--- src/rtl/divider_regs.vh ---
// Purpose: register map and constants of the integer divider
// Assumes: 32-bit APB, byte addresses
// Notes:   definitions only
`ifndef DIVIDER_REGS_VH
`define DIVIDER_REGS_VH

// ----------------------------------------
// offsets
// ----------------------------------------
`define ADDR_W          12
`define OFS_UNUMERATOR  12'h060
`define OFS_UDENOM      12'h064
`define OFS_SNUMERATOR  12'h068
`define OFS_SDENOM      12'h06c
`define OFS_QUOTIENT    12'h070
`define OFS_REMAINDER   12'h074
`define OFS_CTRL_STATUS 12'h078
`define OFS_IRQ_STATUS  12'h0f0
`define OFS_IRQ_MASK    12'h0f4

// ----------------------------------------
// fields and reset values
// ----------------------------------------
`define BIT_DONE        0
`define BIT_DIRTY       1
`define BIT_ABORT       1
`define IRQ_W           2
`define RST_WORD        32'h0000_0000
`define RST_DONE        1'b1
`define RST_DIRTY       1'b0
`define RST_IRQ         2'h0
`define ZERO_HIGH       30'h0000_0000

// ----------------------------------------
// timing
// ----------------------------------------
`define DIV_STEPS       6'h20
`define STEP_ONE        6'h01
`define STEP_ZERO       6'h00

`endif

--- src/rtl/divider_unit.v ---
// Purpose: memory-mapped 32-bit signed/unsigned integer divider with APB slave
// Assumes: single clock sys_clk at 10 MHz, synchronous active-low reset nrst
// Notes:   one quotient bit per clock, 32 cycles per division
//          irq_status at 0x0f0 is write-one-to-clear, irq_mask at 0x0f4
//          bit 0 of both flags a completed division, bit 1 an abandoned one
//
// Added by the designer: the APB slave port.
`timescale 1ns/100ps
`include "divider_regs.vh"

module divider_unit (
	// clock and reset
	input  wire                sys_clk,
	input  wire                nrst,
	// apb slave
	input  wire                psel,
	input  wire                penable,
	input  wire                pwrite,
	input  wire [`ADDR_W-1:0]  paddr,
	input  wire [31:0]         pwdata,
	output reg  [31:0]         prdata,
	output reg                 pready,
	output reg                 pslverr,
	// interrupt
	output reg                 irq
);

	reg  [31:0]          any_numerator_alias;
	reg  [31:0]          any_denominator_alias;
	reg  [31:0]          quotient;
	reg  [31:0]          remainder;
	reg                  calc_done_flag;
	reg                  modified_since_read_flag;
	reg  [31:0]          work_quo;
	reg  [31:0]          work_rem;
	reg  [31:0]          work_den;
	reg                  neg_quo;
	reg                  neg_rem;
	reg  [5:0]           steps_left;
	reg  [`IRQ_W-1:0]    irq_status;
	reg  [`IRQ_W-1:0]    irq_mask;
	reg  [31:0]          rd_mux;
	reg                  rd_hit;
	reg                  start;
	reg                  start_signed;
	reg  [31:0]          next_num;
	reg  [31:0]          next_den;
	reg  [31:0]          mag_num;
	reg  [31:0]          mag_den;
	wire [`IRQ_W-1:0]    irq_event;
	wire [`IRQ_W-1:0]    irq_clear;
	wire [`IRQ_W-1:0]    next_irq_status;
	genvar               g;

	// ----------------------------------------
	// bus decode
	// ----------------------------------------
	wire                 setup     = psel & ~penable;
	wire                 access    = psel & penable & pready;
	wire                 wr        = access & pwrite;
	wire                 rd        = access & ~pwrite;
	wire                 wr_unum   = wr & (paddr == `OFS_UNUMERATOR);
	wire                 wr_uden   = wr & (paddr == `OFS_UDENOM);
	wire                 wr_snum   = wr & (paddr == `OFS_SNUMERATOR);
	wire                 wr_sden   = wr & (paddr == `OFS_SDENOM);
	wire                 wr_quo    = wr & (paddr == `OFS_QUOTIENT);
	wire                 wr_rem    = wr & (paddr == `OFS_REMAINDER);
	wire                 wr_result = wr_quo | wr_rem;
	wire                 rd_quo    = rd & (paddr == `OFS_QUOTIENT);
	wire                 wr_mask   = wr & (paddr == `OFS_IRQ_MASK);
	wire                 wr_status = wr & (paddr == `OFS_IRQ_STATUS);

	// ----------------------------------------
	// one restoring step per clock
	// ----------------------------------------
	wire                 last_step = ~calc_done_flag & (steps_left == `STEP_ONE);
	wire [32:0]          trial     = {work_rem[31:0], work_quo[31]} - {1'b0, work_den};
	wire                 fits      = ~trial[32];
	wire [31:0]          step_quo  = {work_quo[30:0], fits};
	wire [31:0]          step_rem  = fits ? trial[31:0] : {work_rem[30:0], work_quo[31]};
	wire                 abort     = ~calc_done_flag & (start | wr_result);

	// ----------------------------------------
	// operand capture
	// ----------------------------------------
	always @* begin
		start        = wr_unum | wr_uden | wr_snum | wr_sden;
		start_signed = wr_snum | wr_sden;
		next_num     = (wr_unum | wr_snum) ? pwdata : any_numerator_alias;
		next_den     = (wr_uden | wr_sden) ? pwdata : any_denominator_alias;
		// magnitudes feed the unsigned core
		mag_num      = (start_signed & next_num[31]) ? (~next_num + 32'h1) : next_num;
		mag_den      = (start_signed & next_den[31]) ? (~next_den + 32'h1) : next_den;
	end

	// ----------------------------------------
	// operand registers
	// ----------------------------------------
	always @(posedge sys_clk) begin
		if (!nrst) begin
			any_numerator_alias   <= `RST_WORD;
			any_denominator_alias <= `RST_WORD;
		end else if (start) begin
			any_numerator_alias   <= next_num;
			any_denominator_alias <= next_den;
		end
	end

	// ----------------------------------------
	// result signs
	// ----------------------------------------
	always @(posedge sys_clk) begin
		if (!nrst) begin
			neg_quo <= 1'b0;
			neg_rem <= 1'b0;
		end else if (start) begin
			neg_quo <= start_signed & (next_num[31] ^ next_den[31]);
			neg_rem <= start_signed & next_num[31];
		end
	end

	// ----------------------------------------
	// step counter and done flag
	// ----------------------------------------
	always @(posedge sys_clk) begin
		if (!nrst) begin
			calc_done_flag <= `RST_DONE;
			steps_left     <= `STEP_ZERO;
		end else if (start) begin
			calc_done_flag <= 1'b0;
			steps_left     <= `DIV_STEPS;
		end else if (wr_result) begin
			calc_done_flag <= 1'b1;
			steps_left     <= `STEP_ZERO;
		end else if (!calc_done_flag) begin
			steps_left <= steps_left - `STEP_ONE;
			if (last_step) begin
				calc_done_flag <= 1'b1;
			end
		end
	end

	// ----------------------------------------
	// shift and subtract registers
	// ----------------------------------------
	always @(posedge sys_clk) begin
		if (!nrst) begin
			work_quo <= `RST_WORD;
			work_rem <= `RST_WORD;
			work_den <= `RST_WORD;
		end else if (start) begin
			work_quo <= mag_num;
			work_den <= mag_den;
			work_rem <= `RST_WORD;
		end else if (!calc_done_flag & !wr_result) begin
			work_quo <= step_quo;
			work_rem <= step_rem;
		end
	end

	// ----------------------------------------
	// result registers
	// ----------------------------------------
	always @(posedge sys_clk) begin
		if (!nrst) begin
			quotient  <= `RST_WORD;
			remainder <= `RST_WORD;
		end else if (wr_result) begin
			if (wr_quo) begin
				quotient <= pwdata;
			end
			if (wr_rem) begin
				remainder <= pwdata;
			end
		end else if (last_step & ~start) begin
			quotient  <= neg_quo ? (~step_quo + 32'h1) : step_quo;
			remainder <= neg_rem ? (~step_rem + 32'h1) : step_rem;
		end
	end

	// ----------------------------------------
	// dirty flag
	// ----------------------------------------
	always @(posedge sys_clk) begin
		if (!nrst) begin
			modified_since_read_flag <= `RST_DIRTY;
		end else if (start | wr_result) begin
			modified_since_read_flag <= 1'b1;
		// only a quotient read clears dirty
		end else if (rd_quo) begin
			modified_since_read_flag <= 1'b0;
		end
	end

	// ----------------------------------------
	// interrupts
	// ----------------------------------------
	// bit 0 completed, bit 1 aborted
	assign irq_event[`BIT_DONE]  = last_step & ~start & ~wr_result;
	assign irq_event[`BIT_ABORT] = abort;
	assign irq_clear             = wr_status ? pwdata[`IRQ_W-1:0] : `RST_IRQ;

	// set wins over a same-cycle clear
	generate
		for (g = 0; g < `IRQ_W; g = g + 1) begin : irq_bit
			assign next_irq_status[g] = irq_event[g] | (irq_status[g] & ~irq_clear[g]);
		end
	endgenerate

	always @(posedge sys_clk) begin
		if (!nrst) begin
			irq_status <= `RST_IRQ;
		end else begin
			irq_status <= next_irq_status;
		end
	end

	always @(posedge sys_clk) begin
		if (!nrst) begin
			irq_mask <= `RST_IRQ;
		end else if (wr_mask) begin
			irq_mask <= pwdata[`IRQ_W-1:0];
		end
	end

	// level output, one cycle behind the status
	always @(posedge sys_clk) begin
		if (!nrst) begin
			irq <= 1'b0;
		end else begin
			irq <= |(irq_status & irq_mask);
		end
	end

	// ----------------------------------------
	// apb read path
	// ----------------------------------------
	always @* begin
		rd_mux = `RST_WORD;
		rd_hit = 1'b1;
		case (paddr)
			`OFS_UNUMERATOR,
			`OFS_SNUMERATOR:  rd_mux = any_numerator_alias;
			`OFS_UDENOM,
			`OFS_SDENOM:      rd_mux = any_denominator_alias;
			`OFS_QUOTIENT:    rd_mux = quotient;
			`OFS_REMAINDER:   rd_mux = remainder;
			`OFS_CTRL_STATUS: rd_mux = {`ZERO_HIGH, modified_since_read_flag, calc_done_flag};
			`OFS_IRQ_STATUS:  rd_mux = {`ZERO_HIGH, irq_status};
			`OFS_IRQ_MASK:    rd_mux = {`ZERO_HIGH, irq_mask};
			default:          rd_hit = 1'b0;
		endcase
	end

	// ----------------------------------------
	// apb answer
	// ----------------------------------------
	// answers in the first access cycle, no wait states
	always @(posedge sys_clk) begin
		if (!nrst) begin
			pready  <= 1'b0;
			pslverr <= 1'b0;
		end else begin
			pready  <= setup;
			pslverr <= setup & ~rd_hit;
		end
	end

	// read data taken at the setup edge, held until the next read
	always @(posedge sys_clk) begin
		if (!nrst) begin
			prdata <= `RST_WORD;
		end else if (setup & ~pwrite) begin
			prdata <= rd_mux;
		end
	end

endmodule // divider_unit

--- config.mk ---
export PLATFORM = sky130hd
export DESIGN_NAME = divider_unit
export DESIGN_NICKNAME = d
export VERILOG_FILES = /design/src/rtl/divider_unit.v
export VERILOG_INCLUDE_DIRS = /design/src /design/src/rtl
export SDC_FILE = /design/constraint.sdc
export NUM_CORES = 1
export LEC_CHECK = 0
export BUFFER_PORTS_ARGS = -buffer_cell sky130_fd_sc_hd__buf_2
export CAP_MARGIN = 20
export CORE_MARGIN = 4
export CORE_UTILIZATION = 40
export CTS_CLUSTER_DIAMETER = 100
export DETAILED_ROUTE_END_ITERATION = 12
export PLACE_DENSITY = 0.68
export SLEW_MARGIN = 20
export SYNTH_ARGS = -nofsm -noshare
export SYNTH_HDL_FRONTEND = slang
export SYNTH_SLANG_ARGS = --single-unit
--- constraint.sdc ---
create_clock -name sys_clk -period 10.5 [get_ports sys_clk]
set_input_delay 1.05 -clock sys_clk [delete_from_list [all_inputs] [get_ports sys_clk]]
set_output_delay 1.05 -clock sys_clk [all_outputs]
set_load 0.05 [all_outputs]
After elaboration in Yosys (flattened, before gate mapping)
Index checks and enable logic that the tools add are counted.
{"block": "classes", "addsub": 6, "n_eq_ne": 13, "n_mux": 27, "n_bitwise": 52, "reduce_logical": 13}
{"operator": "32-bit 2-to-1 mux", "n": 15}
{"operator": "32-bit one-hot mux with 7 select lines", "n": 1}
{"operator": "32-bit by 1-bit adder with 32-bit output, second input constant", "n": 4}
{"operator": "32-bit NOT", "n": 4}
{"operator": "12-bit by 7-bit == test with 1-bit output, second input constant", "n": 7}
{"operator": "33-bit by 32-bit subtractor with 33-bit output", "n": 1}
{"operator": "1-bit bitwise AND", "n": 26}
{"operator": "12-bit by 8-bit == test with 1-bit output, second input constant", "n": 2}
{"operator": "6-bit 2-to-1 mux", "n": 3}
{"operator": "1-bit NOT", "n": 10}
{"operator": "1-bit OR", "n": 10}
{"operator": "9-bit OR reduction", "n": 1}
{"operator": "2-bit OR reduction", "n": 4}
{"operator": "1-bit 2-to-1 mux", "n": 7}
{"operator": "6-bit by 1-bit == test with 1-bit output, second input constant", "n": 1}
{"operator": "2-bit nonzero test", "n": 3}
{"operator": "6-bit by 1-bit subtractor with 6-bit output, second input constant", "n": 1}
{"operator": "2-bit inequality test, second input constant", "n": 2}
{"operator": "2-bit AND reduction", "n": 2}
{"operator": "3-bit by 1-bit inequality test with 1-bit output, second input constant", "n": 1}
{"operator": "3-bit OR reduction", "n": 1}
{"operator": "2-bit bitwise AND", "n": 1}
{"operator": "1-bit logical NOT", "n": 2}
{"operator": "2-bit 2-to-1 mux", "n": 1}
{"operator": "1-bit bitwise XOR", "n": 1}
{"block": "totals", "reg_bits": 273, "input_bits": 49, "output_inout_bits": 35, "elab_cells": 130}

Logic depth before layout (Yosys ltp)
{"block": "logic_depth", "depth_word": 11, "depth_mapped": 23, "ltp_nobuf": 21}

Worst setup path before layout
Ideal clock, no wire load.
{"block": "synth_path", "path_type": "reg2reg", "start": "reg work_quo[31]", "end": "reg remainder[28]", "setup_ns": 0.133, "arrival_ns": 4.867, "required_time_ns": 10.367, "path_slack_ns": 5.500, "stages_incl_launch_ff": 24, "n_path_buf": 2, "synth_period_minus_slack_ns": 5.000, "cell_sequence": "dfxtp_1 -> inv_1 -> ha_1 -> fa_1 -> and2b_4 -> o22a_2 -> a31oi_4 -> o211a_2 -> o2bb2ai_2 -> nor2_8 -> inv_2 -> buf_1 -> clkbuf_1 -> nor2_1 -> a21oi_1 -> ha_1 -> nor3b_1 -> o211ai_1 -> o31a_1 -> nor3_4 -> nand3_1 -> o31ai_2 -> xnor2_1 -> a21oi_1"}
{"block": "synth_between", "elab_chain_len": 7}
{"element": "start: declaration", "line_no": "divider_unit.v:34", "source": "reg [31:0] work_quo;"}
{"element": "start signal: assignment", "line_no": "divider_unit.v:148", "source": "work_quo <= `RST_WORD;"}
{"element": "start signal: assignment", "line_no": "divider_unit.v:152", "source": "work_quo <= mag_num;"}
{"element": "start signal: assignment", "line_no": "divider_unit.v:156", "source": "work_quo <= step_quo;"}
{"element": "33-bit by 32-bit subtractor with 33-bit output", "line_no": "divider_unit.v:77", "source": "wire [32:0] trial = {work_rem[31:0], work_quo[31]} - {1'b0, work_den};"}
{"element": "32-bit 2-to-1 mux *", "line_no": "divider_unit.v:80", "source": "wire [31:0] step_rem = fits ? trial[31:0] : {work_rem[30:0], work_quo[31]};"}
{"element": "32-bit NOT", "line_no": "divider_unit.v:177", "source": "remainder <= neg_rem ? (~step_rem + 32'h1) : step_rem;"}
{"element": "32-bit by 1-bit adder with 32-bit output", "line_no": "divider_unit.v:177"}
{"element": "32-bit 2-to-1 mux *", "line_no": "divider_unit.v:177"}
{"element": "32-bit 2-to-1 mux *", "line_no": "divider_unit.v:175", "source": "end else if (last_step & ~start) begin"}
{"element": "32-bit 2-to-1 mux *", "line_no": "divider_unit.v:168", "source": "end else if (wr_result) begin"}
{"element": "end signal: assignment", "line_no": "divider_unit.v:167", "source": "remainder <= `RST_WORD;"}
{"element": "end signal: assignment", "line_no": "divider_unit.v:173", "source": "remainder <= pwdata;"}
{"element": "end signal: assignment", "line_no": "divider_unit.v:177"}
{"element": "end: declaration", "line_no": "divider_unit.v:31", "source": "reg [31:0] remainder;"}
Every way passes the cells marked *; elsewhere a longest branch is shown, timed or not. The select of a mux whose other input is x is not followed.
A chain may end at the register's enable or synchronous reset.

Worst setup path after layout
Same ends and word-level chain as after synthesis.

==> results.cfg <==
[status]
outcome = complete, no violations

[clock_tree]
cts-root-buf = clkbuf_16
cts_hold_buffers = 0
cts.sinks = 272
cts.clk_slew.worst_paths_ns = 0.06
cts_setup_buffers = 0
cts_tree = built
cts_buffers = 31
htreeDepth = 1
ctsResizeCount = 0
clk_latency_ns = 0.59
cts.path.max_buffers = 3

[global_route]
busiest_layer = met2
grt_pass1_wl_um = 89310
use_met1_pct = 32.66
grt_pass1_vias = 15830
grt_util_all_layers_pct = 24.83
met3_usage_pct = 4.772
grt-ovfl-total = 0
grt_max_degree = 93
met2_usage_pct = 40.43
antenna_found_initial = 1

[sta]
grt_setup_unrepaired = false
final.setup.tns_ns = 0
tightest_slew_ns = 1.131
fin_crit_sh_pct = 52.85
slew_viol_final = 0
max_slew_margin_pct = 23.88
fin_skew_ns = 0.02209
hold_violations = 0
fmax_ghz = 0.1802
setup_viol = 0
post-route-min-period_ns = 5.550

[yosys]
synth_seq_cells = 272
synth-edff-count = 0
synth_flop_cell = dfxtp_1
ys_seq_area_share_pct = 32.84
ys_warn_count = 0
postSynth.asyncResetShare_pct = 0
synth_top_family_by_area = compound AO/OA/AOI/OAI gates
netlist_area_um2 = 16580
netlist_top_cells_area = dfxtp_1 33%, nor2_1 6.4%, nand2_1 6.2%, a21oi_1 5.8%, mux2i_1 5.6%
yosys.area_share.simple_pct = 21.33
synth_cell_types = 92
synth_compound_area_share_pct = 24.54
syn_inst = 2156
synth_top_area_share_pct = 32.84
synth_largest_area_cell = dfxtp_1
synth-xor-area-share_pct = 7.237
synthesis.nets = 2244
synthAdderAreaFrac_pct = 2.988
synth.avg_cell_area_um2 = 7.690
synthMuxAreaShare_pct = 5.954

[critical_path]
worstSetupPathType = reg2reg
crit_fanout = 36
cp-start-kind = flip-flop
arrival_ns = 6.00
path_buf_inv = 2
critPathTopFamily = compound AO/OA/AOI/OAI gates
crit_slowest_cell = nor2_8
critPathCaptureType = flip-flop
reg2reg_from = work_quo[31]
critPathLaunch = work_quo[31]
required_ns = 10.95
cp_cell_sequence = inv_1 > ha_1 > fa_1 > and2b_4 > o22a_2 > a31oi_4 > o211ai_2 > a311oi_4 > nor2_8 > inv_2 > a21oi_1 > ha_1 > nor3b_1 > o211ai_1 > o31a_1 > nor3_4 > nand3_1 > o31ai_2 > xnor2_1 > a21oi_1
slowest_delay_ns = 0.55

[floorplan]
die-area_um2 = 44770
ios = 84
start_util_pct = 40.51
die_y_um = 211.6
core.rowCount = 74
core_area_um2 = 40920
die_w_um = 211.6

[detailed_routing]
drt-total-wl_um = 58020
dr_total_vias = 16480
routedWlPerCell_um = 21.48
drc = 0
ant_nets = 0
first_iter_violations = 1582
vias_per_cell = 6.101
first_pass_iters = 5

[final_layout]
multi_input_area_um2 = 10370
fillers = 4139
syn_to_final_growth_pct = 10.57
final_cell_area_um2 = 18330
fin_nets = 2233
register_area_um2 = 5445
drive_above_1_share_pct = 9.825

[run]
maxCapViolCount = 0

[pwr]
powerDensity_nw_per_um2 = 122.3
p_leak_nw = 6.674
ir_drop_uv = 127.2

[worst_hold_path]
holdCritPathClass = reg2reg
hold_start = quotient[23]

[placed_design]
hpwl_um = 41370
gp_congestion = 0.9717
port_buffers = 83
placed_area_um2 = 17300
[area by class of cell]
class	count	area share [%]
multi-input cells	1675	56.57
flip-flops and latches	272	29.70
clock buffers	46	5.139
well taps	532	3.631
repair buffers	105	3.235
inverters	60	1.256
clock inverters	10	0.4573
diodes	1	0.01365
[power breakdown]
| part | total, mW | leakage [nW] | internal [mW] | switching (mW) |
|---|---|---|---|---|
| combinational | 0.0976 | 3.97 | 0.0216 | 0.0759 |
| sequential | 1.04 | 2.19 | 1.04 | 0.00362 |
| clock | 1.10 | 0.508 | 0.640 | 0.463 |
[final timing paths]
kind / to / depth (start not counted) / slack [ns]
setup / recovery: remainder[28] / 20 / 4.95
hold reg to reg: quotient[23] / 2 / 0.45
hold / removal: quotient[23] / 2 / 0.45
setup reg to reg: remainder[28] / 20 / 4.95
[per-layer routing]
metal	part of all wire [%]	wire length, um
met1	41	24060
met2	46	26470
met3	8.7	5043
met4	4.2	2446
met5	0	0
[Yosys cell counts, types with 8 or more instances]
cell and n:
nor2_1 282, nand2_1 275, inv_1 57, ha_1 38, clkbuf_1 117, nand4_1 11
nand3_1 37, mux2i_1 93, o21ai_0 120, xnor2_1 68, and2_1 14, buf_2 23
nand3b_1 9, or4_1 8, o211ai_1 24, a221oi_1 36, a311oi_1 24, nor3b_1 8
a21oi_1 191, nor4_1 12, and3_1 15, nor2b_1 11, nor3_1 35, dfxtp_1 272
xor2_1 69, a211oi_1 59, or3_1 17, a31oi_1 60, o31ai_1 18, o22ai_1 18
[logic make-up (layout without fill, tap and decap cells)]
logic type | after synthesis | count (layout)
buffers and inverters | 209 | 221
DFF | 272 | 272
AOI/OAI and AO/OA | 631 | 631
adders and majority gates | 39 | 39
xor gates and xnor gates | 137 | 137
other | 0 | 1
muxes | 98 | 98
and+or+nand+nor | 770 | 770
[placed cells by master (no fill, tap or decap), drive strengths merged, types with 25 or more instances in the layout]
cell	instances
nand2	275
dfxtp	272
buf	105
xor2	69
clkbuf	46
mux2i	93
inv	59
ha	38
nor2	285
a221oi	37
xnor2	68
a211oi	59
nand3	37
o211ai	26
nor3	37
a31oi	61
a21oi	191
a311oi	25
o21ai	127
[worst register-to-register path, cell delays in order, from the launching register on]
cell,delay [ns]
dfxtp_1,0.48
inv_1,0.09
ha_1,0.23
fa_1,0.41
and2b_4,0.29
o22a_2,0.19
a31oi_4,0.14
o211ai_2,0.27
a311oi_4,0.21
nor2_8,0.56
inv_2,0.21
a21oi_1,0.32
ha_1,0.23
nor3b_1,0.38
o211ai_1,0.16
o31a_1,0.19
nor3_4,0.38
nand3_1,0.20
o31ai_2,0.29
xnor2_1,0.15
a21oi_1,0.08
[through the flow]
stage	instances	total power [mW]	utilization [%]	setup WS, ns	hold WS, ns
final	2701	2.242	44.80	4.950	0.4499
after floorplan	2156	1.116	-	5.500	0.4319
after detailed placement	2644	1.160	42.28	4.847	0.4449
after CTS	2700	2.248	44.78	4.996	0.4532
after global placement	2643	1.159	42.23	5.003	0.4400
after global routing	2701	2.293	44.80	4.465	0.4688
[registers in the layout, summed over array words and instances (netlist names), 2 cells and up]
signal and count:
any_denominator_alias 32, any_numerator_alias 32, irq_mask 2, irq_status 2, prdata 32, quotient 32
remainder 32, steps_left 6, work_den 31, work_quo 32, work_rem 32
(Power assumes the default switching activity.)
